===== config.mk =====
export PLATFORM = sky130hd
export DESIGN_NAME = slp_param_regs
export DESIGN_NICKNAME = d
export VERILOG_FILES = /design/src/logic/slp_pkg.sv /design/src/logic/slp_param_regs.sv /design/src/logic/slp_checksum.sv
export VERILOG_INCLUDE_DIRS = /design/src /design/src/logic
export SDC_FILE = /design/constraint.sdc
export NUM_CORES = 1
export LEC_CHECK = 0
export BUFFER_PORTS_ARGS = -buffer_cell sky130_fd_sc_hd__buf_2
export CORE_ASPECT_RATIO = 0.75
export CORE_UTILIZATION = 60
export DETAILED_ROUTE_END_ITERATION = 16
export PLACE_DENSITY_LB_ADDON = 0.15
export SYNTH_ARGS = -nofsm -noshare
export SYNTH_HDL_FRONTEND = slang
export SYNTH_SLANG_ARGS = --single-unit

===== constraint.sdc =====
create_clock -name ref_clk -period 10.36 [get_ports ref_clk]
set_input_delay 0.518 -clock ref_clk [delete_from_list [all_inputs] [get_ports ref_clk]]
set_output_delay 0.518 -clock ref_clk [all_outputs]
set_load 0.005 [all_outputs]

===== src/logic/slp_defines.svh =====
`ifndef SLP_DEFINES_SVH
`define SLP_DEFINES_SVH

// ----------------------------------------------------------------
// register offsets (15-bit serial port address)
// ----------------------------------------------------------------
`define SLP_OFS_RX_SUM 15'h0445
`define SLP_OFS_CALC_SUM 15'h0446
`define SLP_OFS_DEV_ID 15'h0450
`define SLP_OFS_BANK_ID 15'h0451
`define SLP_OFS_LANE0 15'h0452
`define SLP_OFS_SCR_L 15'h0453
`define SLP_OFS_OCTETS 15'h0454
`define SLP_OFS_FRAMES 15'h0455

// ----------------------------------------------------------------
// field positions
// ----------------------------------------------------------------
`define SLP_ADJDIR_BIT 6
`define SLP_PHADJ_BIT 5
`define SLP_SCR_BIT 7

// ----------------------------------------------------------------
// reset values
// ----------------------------------------------------------------
`define SLP_RST_SUM 8'h00
`define SLP_RST_DEV_ID 8'h00
`define SLP_RST_BANK_ID 8'h00
`define SLP_RST_LANE0 7'h00
`define SLP_RST_SCR 1'b1
`define SLP_RST_LANES 5'h07
`define SLP_RST_OCTETS 8'h00
`define SLP_RST_FRAMES 5'h1f

// ----------------------------------------------------------------
// serial port framing and misc codes
// ----------------------------------------------------------------
`define SLP_INSTR_LAST 4'hf
`define SLP_DATA_LAST 4'h7
`define SLP_SUBCLASS2 3'h2

`endif


===== src/logic/slp_pkg.sv =====
package slp_pkg;

   // serial port transfer phases
   typedef enum logic [1:0] {
      SPI_IDLE = 2'b00,
      SPI_INSTR = 2'b01,
      SPI_DATA = 2'b10,
      SPI_DONE = 2'b11
   } slp_spi_state_t;

   // configuration fields received in the alignment sequence of one lane
   typedef struct packed {
      logic [7:0] did;
      logic [3:0] bid;
      logic [3:0] adjCnt;
      logic [4:0] lid;
      logic phAdj;
      logic adjDir;
      logic [4:0] lanes;
      logic scr;
      logic [7:0] octets;
      logic [4:0] frames;
      logic [7:0] conv;
      logic [4:0] res;
      logic [1:0] ctrlBits;
      logic [4:0] bitsPerSample;
      logic [2:0] subclass;
      logic [4:0] samples;
      logic [2:0] version;
      logic [4:0] ctrlWords;
      logic highDensity;
   } slp_ilas_params_t;

   // expected link parameters handed to the link receiver
   typedef struct packed {
      logic [7:0] deviceId;
      logic [7:0] bankId;
      logic [4:0] lane0Id;
      logic adjDir;
      logic phAdj;
      logic descrambleEn;
      logic [4:0] laneCountM1;
      logic [7:0] octetsM1;
      logic [4:0] framesM1;
   } slp_link_cfg_t;

endpackage : slp_pkg


===== src/logic/slp_param_regs.sv =====
// How it works
// - capture lane 7 received checksum, read-only
// - expose locally computed lane 7 checksum, read-only
// - 8-bit bank id, resets to zero
// - lane-adjust direction at bit 6, subclass 2
// - phase-adjust request at bit 5, subclass 2
// - 5-bit lane 0 identifier, resets zero
// - descramble when enable bit set, resets 1
// - lane count minus one, reset 7, restricted
// - frames per multiframe minus one, reset 0x1f
`timescale 1ns/100ps
`default_nettype none
`include "slp_defines.svh"

module slp_param_regs (
   input wire logic ref_clk, // 250 MHz core clock
   input wire logic rst_n, // synchronous reset, active low
   input wire logic spiCsN, // serial port select pin, active low
   input wire logic spiSclk, // serial port clock pin
   input wire logic spiSdi, // serial port data in pin
   output logic spiSdo, // serial port data out
   output logic spiSdoOeN, // data out enable, low while driving
   input wire logic lane7IlasValid, // pulse: lane 7 alignment fields valid
   input wire logic [7:0] lane7RxSum, // checksum octet from lane 7
   input wire slp_pkg::slp_ilas_params_t lane7Params, // lane 7 fields
   input wire logic [4:0] laneCountM1In, // lane count from mode logic
   input wire logic [7:0] frameSizeCtrl, // frame size control register
   input wire logic [2:0] subclassSel, // active device subclass
   input wire logic [7:0] rxData, // received lane octet
   input wire logic rxValid, // received octet valid
   output logic [7:0] rxDataOut, // descrambled octet
   output logic rxValidOut, // descrambled octet valid
   output slp_pkg::slp_link_cfg_t linkCfg // expected link parameters
);

   // ----------------------------------------------------------------
   // address decode
   // ----------------------------------------------------------------
   // index 0 means unmapped: reads give zero, writes are dropped
   function automatic logic [3:0] slp_decode(input logic [14:0] a);
      logic [3:0] idx;
      idx = 4'h0;
      case (a)
         `SLP_OFS_RX_SUM: idx = 4'h1;
         `SLP_OFS_CALC_SUM: idx = 4'h2;
         `SLP_OFS_DEV_ID: idx = 4'h3;
         `SLP_OFS_BANK_ID: idx = 4'h4;
         `SLP_OFS_LANE0: idx = 4'h5;
         `SLP_OFS_SCR_L: idx = 4'h6;
         `SLP_OFS_OCTETS: idx = 4'h7;
         `SLP_OFS_FRAMES: idx = 4'h8;
         default: idx = 4'h0;
      endcase
      return idx;
   endfunction : slp_decode

   // only 1, 2, 3, 4, 6 and 8 lanes exist
   function automatic logic slp_lanes_ok(input logic [4:0] m1);
      return (m1 <= 5'h03) || (m1 == 5'h05) || (m1 == 5'h07);
   endfunction : slp_lanes_ok

   // ----------------------------------------------------------------
   // pin synchronisers
   // ----------------------------------------------------------------
   logic [2:0] pinMeta_reg;
   logic [2:0] pinSync_reg;
   logic [2:0] pinLast_reg;
   logic [2:0] pinRaw;

   assign pinRaw = {spiCsN, spiSclk, spiSdi};

   // stage one feeds only stage two; edges use stages two and three
   genvar gi;
   generate
      for (gi = 0; gi < 3; gi++)
      begin : gSync
         always_ff @(posedge ref_clk)
         begin
            if (!rst_n)
            begin
               pinMeta_reg[gi] <= (gi != 1); // sclk idles low, no false edge
               pinSync_reg[gi] <= (gi != 1);
               pinLast_reg[gi] <= (gi != 1);
            end
            else
            begin
               pinMeta_reg[gi] <= pinRaw[gi];
               pinSync_reg[gi] <= pinMeta_reg[gi];
               pinLast_reg[gi] <= pinSync_reg[gi];
            end
         end
      end
   endgenerate

   logic csIdle;
   logic sdiS;
   logic sclkRise;
   logic sclkFall;

   assign csIdle = pinSync_reg[2];
   assign sdiS = pinSync_reg[0];
   assign sclkRise = pinSync_reg[1] & ~pinLast_reg[1];
   assign sclkFall = ~pinSync_reg[1] & pinLast_reg[1];

   // ----------------------------------------------------------------
   // serial port: 16-bit instruction (read flag, address), 8 data bits
   // ----------------------------------------------------------------
   slp_pkg::slp_spi_state_t state_reg;
   slp_pkg::slp_spi_state_t state_next;
   logic [3:0] bitCnt_reg;
   logic [3:0] bitCnt_next;
   logic [15:0] shiftIn_reg;
   logic [15:0] shiftIn_next;
   logic [14:0] addr_reg;
   logic [14:0] addr_next;
   logic read_reg;
   logic read_next;
   logic [7:0] shiftOut_reg;
   logic [7:0] shiftOut_next;
   logic sdo_reg;
   logic sdo_next;
   logic wrStb;
   logic [7:0] wrData;
   logic [14:0] instrAddr;
   logic [7:0] rdData;

   assign instrAddr = {shiftIn_reg[13:0], sdiS};

   // transfer sequencer; a select release aborts any partial frame
   always_comb
   begin
      state_next = state_reg;
      bitCnt_next = bitCnt_reg;
      shiftIn_next = shiftIn_reg;
      addr_next = addr_reg;
      read_next = read_reg;
      shiftOut_next = shiftOut_reg;
      sdo_next = sdo_reg;
      wrStb = 1'b0;
      wrData = {shiftIn_reg[6:0], sdiS};
      if (csIdle)
      begin
         state_next = slp_pkg::SPI_IDLE;
         bitCnt_next = 4'h0;
      end
      else
      begin
         case (state_reg)
            slp_pkg::SPI_IDLE:
            begin
               state_next = slp_pkg::SPI_INSTR;
               bitCnt_next = 4'h0;
               if (sclkRise)
               begin
                  shiftIn_next = {shiftIn_reg[14:0], sdiS};
                  bitCnt_next = 4'h1;
               end
            end
            slp_pkg::SPI_INSTR:
            begin
               if (sclkRise)
               begin
                  shiftIn_next = {shiftIn_reg[14:0], sdiS};
                  bitCnt_next = bitCnt_reg + 4'h1;
                  if (bitCnt_reg == `SLP_INSTR_LAST)
                  begin
                     read_next = shiftIn_reg[14];
                     addr_next = instrAddr;
                     shiftOut_next = rdData;
                     bitCnt_next = 4'h0;
                     state_next = slp_pkg::SPI_DATA;
                  end
               end
            end
            slp_pkg::SPI_DATA:
            begin
               if (sclkFall && read_reg)
               begin
                  sdo_next = shiftOut_reg[7];
                  shiftOut_next = {shiftOut_reg[6:0], 1'b0};
               end
               if (sclkRise)
               begin
                  shiftIn_next = {shiftIn_reg[14:0], sdiS};
                  bitCnt_next = bitCnt_reg + 4'h1;
                  if (bitCnt_reg == `SLP_DATA_LAST)
                  begin
                     wrStb = ~read_reg;
                     state_next = slp_pkg::SPI_DONE;
                  end
               end
            end
            slp_pkg::SPI_DONE:
            begin
               state_next = slp_pkg::SPI_DONE;
            end
            default:
            begin
               state_next = slp_pkg::SPI_IDLE;
            end
         endcase
      end
   end

   always_ff @(posedge ref_clk)
   begin
      if (!rst_n)
      begin
         state_reg <= slp_pkg::SPI_IDLE;
         bitCnt_reg <= 4'h0;
         shiftIn_reg <= 16'h0000;
         addr_reg <= 15'h0000;
         read_reg <= 1'b0;
         shiftOut_reg <= 8'h00;
         sdo_reg <= 1'b0;
      end
      else
      begin
         state_reg <= state_next;
         bitCnt_reg <= bitCnt_next;
         shiftIn_reg <= shiftIn_next;
         addr_reg <= addr_next;
         read_reg <= read_next;
         shiftOut_reg <= shiftOut_next;
         sdo_reg <= sdo_next;
      end
   end

   assign spiSdo = sdo_reg;
   assign spiSdoOeN = ~((state_reg == slp_pkg::SPI_DATA) && read_reg && !csIdle);

   // ----------------------------------------------------------------
   // register bank
   // ----------------------------------------------------------------
   logic [7:0] rxSum_reg, rxSum_next;
   logic [7:0] calcSum_reg, calcSum_next;
   logic [7:0] devId_reg, devId_next;
   logic [7:0] bankId_reg, bankId_next;
   logic [6:0] lane0_reg, lane0_next;
   logic scr_reg, scr_next;
   logic [4:0] lanes_reg, lanes_next;
   logic [7:0] octets_reg, octets_next;
   logic [4:0] frames_reg, frames_next;
   logic ilasValidD_reg;
   logic [7:0] localSum;

   slp_checksum uChecksum (
      .ref_clk(ref_clk),
      .rst_n(rst_n),
      .params(lane7Params),
      .sum(localSum)
   );

   // writes reach only the writable fields; status captures stay live
   // because the link may finish alignment while software is idle
   always_comb
   begin
      rxSum_next = rxSum_reg;
      calcSum_next = calcSum_reg;
      devId_next = devId_reg;
      bankId_next = bankId_reg;
      lane0_next = lane0_reg;
      scr_next = scr_reg;
      lanes_next = lanes_reg;
      octets_next = frameSizeCtrl;
      frames_next = frames_reg;
      if (lane7IlasValid)
      begin
         rxSum_next = lane7RxSum;
      end
      if (ilasValidD_reg)
      begin
         calcSum_next = localSum;
      end
      if (slp_lanes_ok(laneCountM1In))
      begin
         lanes_next = laneCountM1In;
      end
      // no soft reset check here: software keeps that discipline
      if (wrStb)
      begin
         case (slp_decode(addr_reg))
            4'h3: devId_next = wrData;
            4'h4: bankId_next = wrData;
            4'h5: lane0_next = wrData[6:0];
            4'h6: scr_next = wrData[`SLP_SCR_BIT];
            4'h8: frames_next = wrData[4:0];
            default: lane0_next = lane0_reg;
         endcase
      end
   end

   always_ff @(posedge ref_clk)
   begin
      if (!rst_n)
      begin
         rxSum_reg <= `SLP_RST_SUM;
         calcSum_reg <= `SLP_RST_SUM;
         devId_reg <= `SLP_RST_DEV_ID;
         bankId_reg <= `SLP_RST_BANK_ID;
         lane0_reg <= `SLP_RST_LANE0;
         scr_reg <= `SLP_RST_SCR;
         lanes_reg <= `SLP_RST_LANES;
         octets_reg <= `SLP_RST_OCTETS;
         frames_reg <= `SLP_RST_FRAMES;
         ilasValidD_reg <= 1'b0;
      end
      else
      begin
         rxSum_reg <= rxSum_next;
         calcSum_reg <= calcSum_next;
         devId_reg <= devId_next;
         bankId_reg <= bankId_next;
         lane0_reg <= lane0_next;
         scr_reg <= scr_next;
         lanes_reg <= lanes_next;
         octets_reg <= octets_next;
         frames_reg <= frames_next;
         ilasValidD_reg <= lane7IlasValid;
      end
   end

   // read view; reserved bits read as zero
   always_comb
   begin
      case (slp_decode(instrAddr))
         4'h1: rdData = rxSum_reg;
         4'h2: rdData = calcSum_reg;
         4'h3: rdData = devId_reg;
         4'h4: rdData = bankId_reg;
         4'h5: rdData = {1'b0, lane0_reg};
         4'h6: rdData = {scr_reg, 2'b00, lanes_reg};
         4'h7: rdData = octets_reg;
         4'h8: rdData = {3'b000, frames_reg};
         default: rdData = 8'h00;
      endcase
   end

   // ----------------------------------------------------------------
   // configuration to the link receiver
   // ----------------------------------------------------------------
   logic sub2;

   assign sub2 = (subclassSel == `SLP_SUBCLASS2);

   // adjust bits mean nothing outside subclass 2, so they are masked
   always_comb
   begin
      linkCfg.deviceId = devId_reg;
      linkCfg.bankId = bankId_reg;
      linkCfg.lane0Id = lane0_reg[4:0];
      linkCfg.adjDir = lane0_reg[`SLP_ADJDIR_BIT] & sub2;
      linkCfg.phAdj = lane0_reg[`SLP_PHADJ_BIT] & sub2;
      linkCfg.descrambleEn = scr_reg;
      linkCfg.laneCountM1 = lanes_reg;
      linkCfg.octetsM1 = frameSizeCtrl;
      linkCfg.framesM1 = frames_reg;
   end

   // ----------------------------------------------------------------
   // descrambler, polynomial 1 + x^14 + x^15, msb first
   // ----------------------------------------------------------------
   logic [14:0] hist_reg, hist_next;
   logic [7:0] desc_reg, desc_next;
   logic descValid_reg;

   // history always tracks scrambled bits so toggling the enable
   // does not need a resync period
   always_comb
   begin
      logic [14:0] h;
      h = hist_reg;
      desc_next = desc_reg;
      if (rxValid)
      begin
         for (int i = 7; i >= 0; i--)
         begin
            desc_next[i] = scr_reg ? (rxData[i] ^ h[13] ^ h[14]) : rxData[i];
            h = {h[13:0], rxData[i]};
         end
      end
      hist_next = h;
   end

   always_ff @(posedge ref_clk)
   begin
      if (!rst_n)
      begin
         hist_reg <= 15'h0000;
         desc_reg <= 8'h00;
         descValid_reg <= 1'b0;
      end
      else
      begin
         hist_reg <= hist_next;
         desc_reg <= desc_next;
         descValid_reg <= rxValid;
      end
   end

   assign rxDataOut = desc_reg;
   assign rxValidOut = descValid_reg;

endmodule : slp_param_regs

`default_nettype wire


===== src/logic/slp_checksum.sv =====
`timescale 1ns/100ps
`default_nettype none

module slp_checksum (
   input wire logic ref_clk, // core clock
   input wire logic rst_n, // synchronous reset, active low
   input wire slp_pkg::slp_ilas_params_t params, // received lane fields
   output logic [7:0] sum // registered modulo-256 sum
);

   logic [7:0] sum_reg;
   logic [7:0] sum_next;

   // ----------------------------------------------------------------
   // field sum
   // ----------------------------------------------------------------
   // field values, not packed octets, are summed; carries drop off
   always_comb
   begin
      sum_next = 8'(params.did) + 8'(params.bid) + 8'(params.adjCnt)
         + 8'(params.lid) + 8'(params.phAdj) + 8'(params.adjDir)
         + 8'(params.lanes) + 8'(params.scr) + 8'(params.octets)
         + 8'(params.frames) + 8'(params.conv) + 8'(params.res)
         + 8'(params.ctrlBits) + 8'(params.bitsPerSample)
         + 8'(params.subclass) + 8'(params.samples)
         + 8'(params.version) + 8'(params.ctrlWords)
         + 8'(params.highDensity);
   end

   // register the sum to break the long adder path
   always_ff @(posedge ref_clk)
   begin
      if (!rst_n)
      begin
         sum_reg <= 8'h00;
      end
      else
      begin
         sum_reg <= sum_next;
      end
   end

   assign sum = sum_reg;

endmodule : slp_checksum

`default_nettype wire


==> results.json <==
{
  "nets": 1219,
  "tns_ns": 0,
  "reg2reg_slack_ns": 6.92,
  "num_rows": 37,
  "postCtsHoldBufs": 0,
  "core-area_sq_mm": 0.01384,
  "worstMarginPinSlew_ns": 1.264,
  "syn-num-nets": 1089,
  "power.leakage_uw": 0.004700,
  "fin_crit_ns": 4.733,
  "fin_ws_ns": 5.627,
  "yosys_warnings": 0,
  "crit_top_cell": "fa_1",
  "path_buf_inv": 4,
  "syn_area_sq_mm": 0.008569,
  "insertedDiodeCount": 0,
  "whs_endpoint": "pinMeta_reg[0]",
  "holdCritPathClass": "primary input to flip-flop",
  "route.detailed.drc": 0,
  "io_buffers": 170,
  "clock_skew_ns": 0.007264,
  "cts_resized": 0,
  "pin_count": 171,
  "grt_pass1_wl_mm": 29.21,
  "ys_seq_elements": 144,
  "drt_iter0_markers": 358,
  "grt_max_degree": 119,
  "viasPerCell": 5.320,
  "reg2reg_to": "shiftOut_reg[4]",
  "p_per_area_mw_per_mm2": 229.2,
  "place_congestion": 0.8589,
  "die_h_um": 105.5,
  "grt_pass1_vias": 5870,
  "hold_path.startpoint": "spiSdi",
  "ys_seq_area_share_pct": 33.64,
  "htreeDepth": 4,
  "firstDrtPassIters": 5,
  "path_clk_slew_ns": 0.06,
  "critPathRequiredTime_ns": 10.68,
  "yosysTopAreaCellShare_pct": 33.64,
  "hold_ws_ns": 0.2767,
  "cts_tree": "built",
  "layout_commonest_cell": "buf_2",
  "maxCapViolCount": 0,
  "clock_sinks": 144,
  "die-area_sq_mm": 0.01477,
  "numCtsBuffers": 17,
  "p_total_uw": 2278,
  "antenna_found_initial": 0,
  "maxSlewHeadroom_pct": 15.28,
  "clock_path_buffers": 2,
  "wl_per_cell_um": 14.81,
  "wl_mm": 17.84,
  "status": "complete, no violations",
  "start_util_pct": 61.91,
  "die_x_um": 140.0,
  "num_vias": 6405,
  "fmax_ghz": 0.2113,
  "crit_arrival_ns": 5.05,
  "synth_cell_types": 66,
  "crit_path_end_kind": "flip-flop",
  "area_delta_synth_final_pct": 15.97,
  "crit_chain": "buf_2 > inv_1 > fa_1 > inv_1 > fa_1 > fa_1 > fa_1 > fa_1 > fa_1 > inv_1 > fa_1 > nor2b_1 > nor3_1 > o21bai_1 > a21oi_1 > xnor2_1 > and2_1",
  "clock_latency_ns": 0.42,
  "cp_top_family": "adder cells",
  "setup_violations": 0,
  "critical_path_class": "primary input to flip-flop",
  "rsz0062_at_grt": "no",
  "slowest_delay_ns": 0.56,
  "synth_edf_count": 0,
  "synthCells": 886,
  "hold_path_depth": 2,
  "async_flop_share_pct": 0,
  "finalCritPeriodShare_pct": 45.68,
  "cp_slowest_cell": "fa_1",
  "dp_hpwl_mm": 13.03,
  "final_antenna_net_count": 0,
  "synthFlopType": "dfxtp_1",
  "synth_area_leaders": "dfxtp_1, fa_1, mux2i_1, nor2b_1, inv_1",
  "rr_worst_depth": 8,
  "hold_viol_final": 0,
  "crit_path_start_kind": "primary input",
  "cts-root-buf": "clkbuf_16",
  "most-common-layout-cells": "buf_2, dfxtp_1, inv_1",
  "grt-ovfl-total": 0,
  "cts_setup_buffers": 0,
  "drv_slew": 0,
  "irDropWorstVdd_mv": 0.2214,
  "crit_fanout": 3,
  "r2r-start": "state_reg[0]",
  "drive_above_1_share_pct": 21.77,
  "synth_area_leader_cell": "dfxtp_1",
  "grt_usage_pct": 25.18,
  "avgSynthCellArea_sq_um": 9.672,
  "dpl_worst_slack_ns": 5.194
}
-- final cells by class --
type | instances | area, sq um
Multi-Input combinational cell | 577 | 5000
Fill cell | 1073 | 3904
Sequential cell | 144 | 2883
Timing Repair Buffer | 171 | 860.8
Clock buffer | 19 | 442.9
Inverter | 105 | 394.1
Tap cell | 175 | 219.0
Clock inverter | 13 | 138.9
-- routing by layer --
layer	global-route usage, %	up-vias	part of all wire, %	wire [um]
li1	-	3182	-	-
met1	37.48	3026	50	9007
met2	36.86	181	42	7568
met3	5.452	16	5.9	1058
met4	6.515	0	1.1	202
met5	0	-	0	0
-- how the worst max path moves through the flow --
stage / start / endpoint / slack (ns) / cells after the start
2_1_floorplan: lane7Params[53] / uChecksum.sum[7] / 5.52 / 16
3_3_place_gp: lane7Params[16] / uChecksum.sum[7] / 5.30 / 17
3_5_place_dp: lane7Params[52] / uChecksum.sum[7] / 5.19 / 19
4_1_cts: lane7Params[52] / uChecksum.sum[7] / 5.64 / 19
5_1_grt: lane7Params[16] / uChecksum.sum[7] / 5.44 / 17
6_report: lane7Params[16] / uChecksum.sum[7] / 5.63 / 17
-- synth_stat cells (10+ instances only) --
library cell / count
nand2_1: 76
mux2i_1: 79
clkbuf_1: 34
xnor2_1: 10
nor3_1: 10
a21oi_1: 22
ha_1: 26
buf_4: 15
and2_1: 18
o21ai_0: 16
fa_1: 59
nor2b_1: 80
dfxtp_1: 144
nor2_1: 14
a21boi_0: 15
xor2_1: 17
inv_1: 105
-- per-stage QoR --
stage	util [%]	area, sq um	std cells
3_3_place_gp	67.59	9356	1172
5_1_grt	71.80	9938	1204
3_5_place_dp	67.59	9356	1172
4_1_cts	71.80	9938	1204
6_report	71.80	9938	1204
2_1_floorplan	-	8569	886
-- where the power goes --
group,switching [uW],internal [uW],leakage [uW]
logic,544,526,0.00325
clock network,240,360,0.000271
registers,14.4,592,0.00117
-- logic make-up (layout without fill, tap and decap cells) --
group	Yosys count	after routing	synth area share, %
AOI/OAI and AO/OA	116	116	9.768
DFF	144	144	33.64
muxes	79	79	9.228
xor gates and xnor gates	27	27	2.759
adders and majority gates	85	85	17.58
buffers and inverters	165	308	8.132
and+or+nand+nor	270	270	18.89
Power figures use the tool's default switching activity.
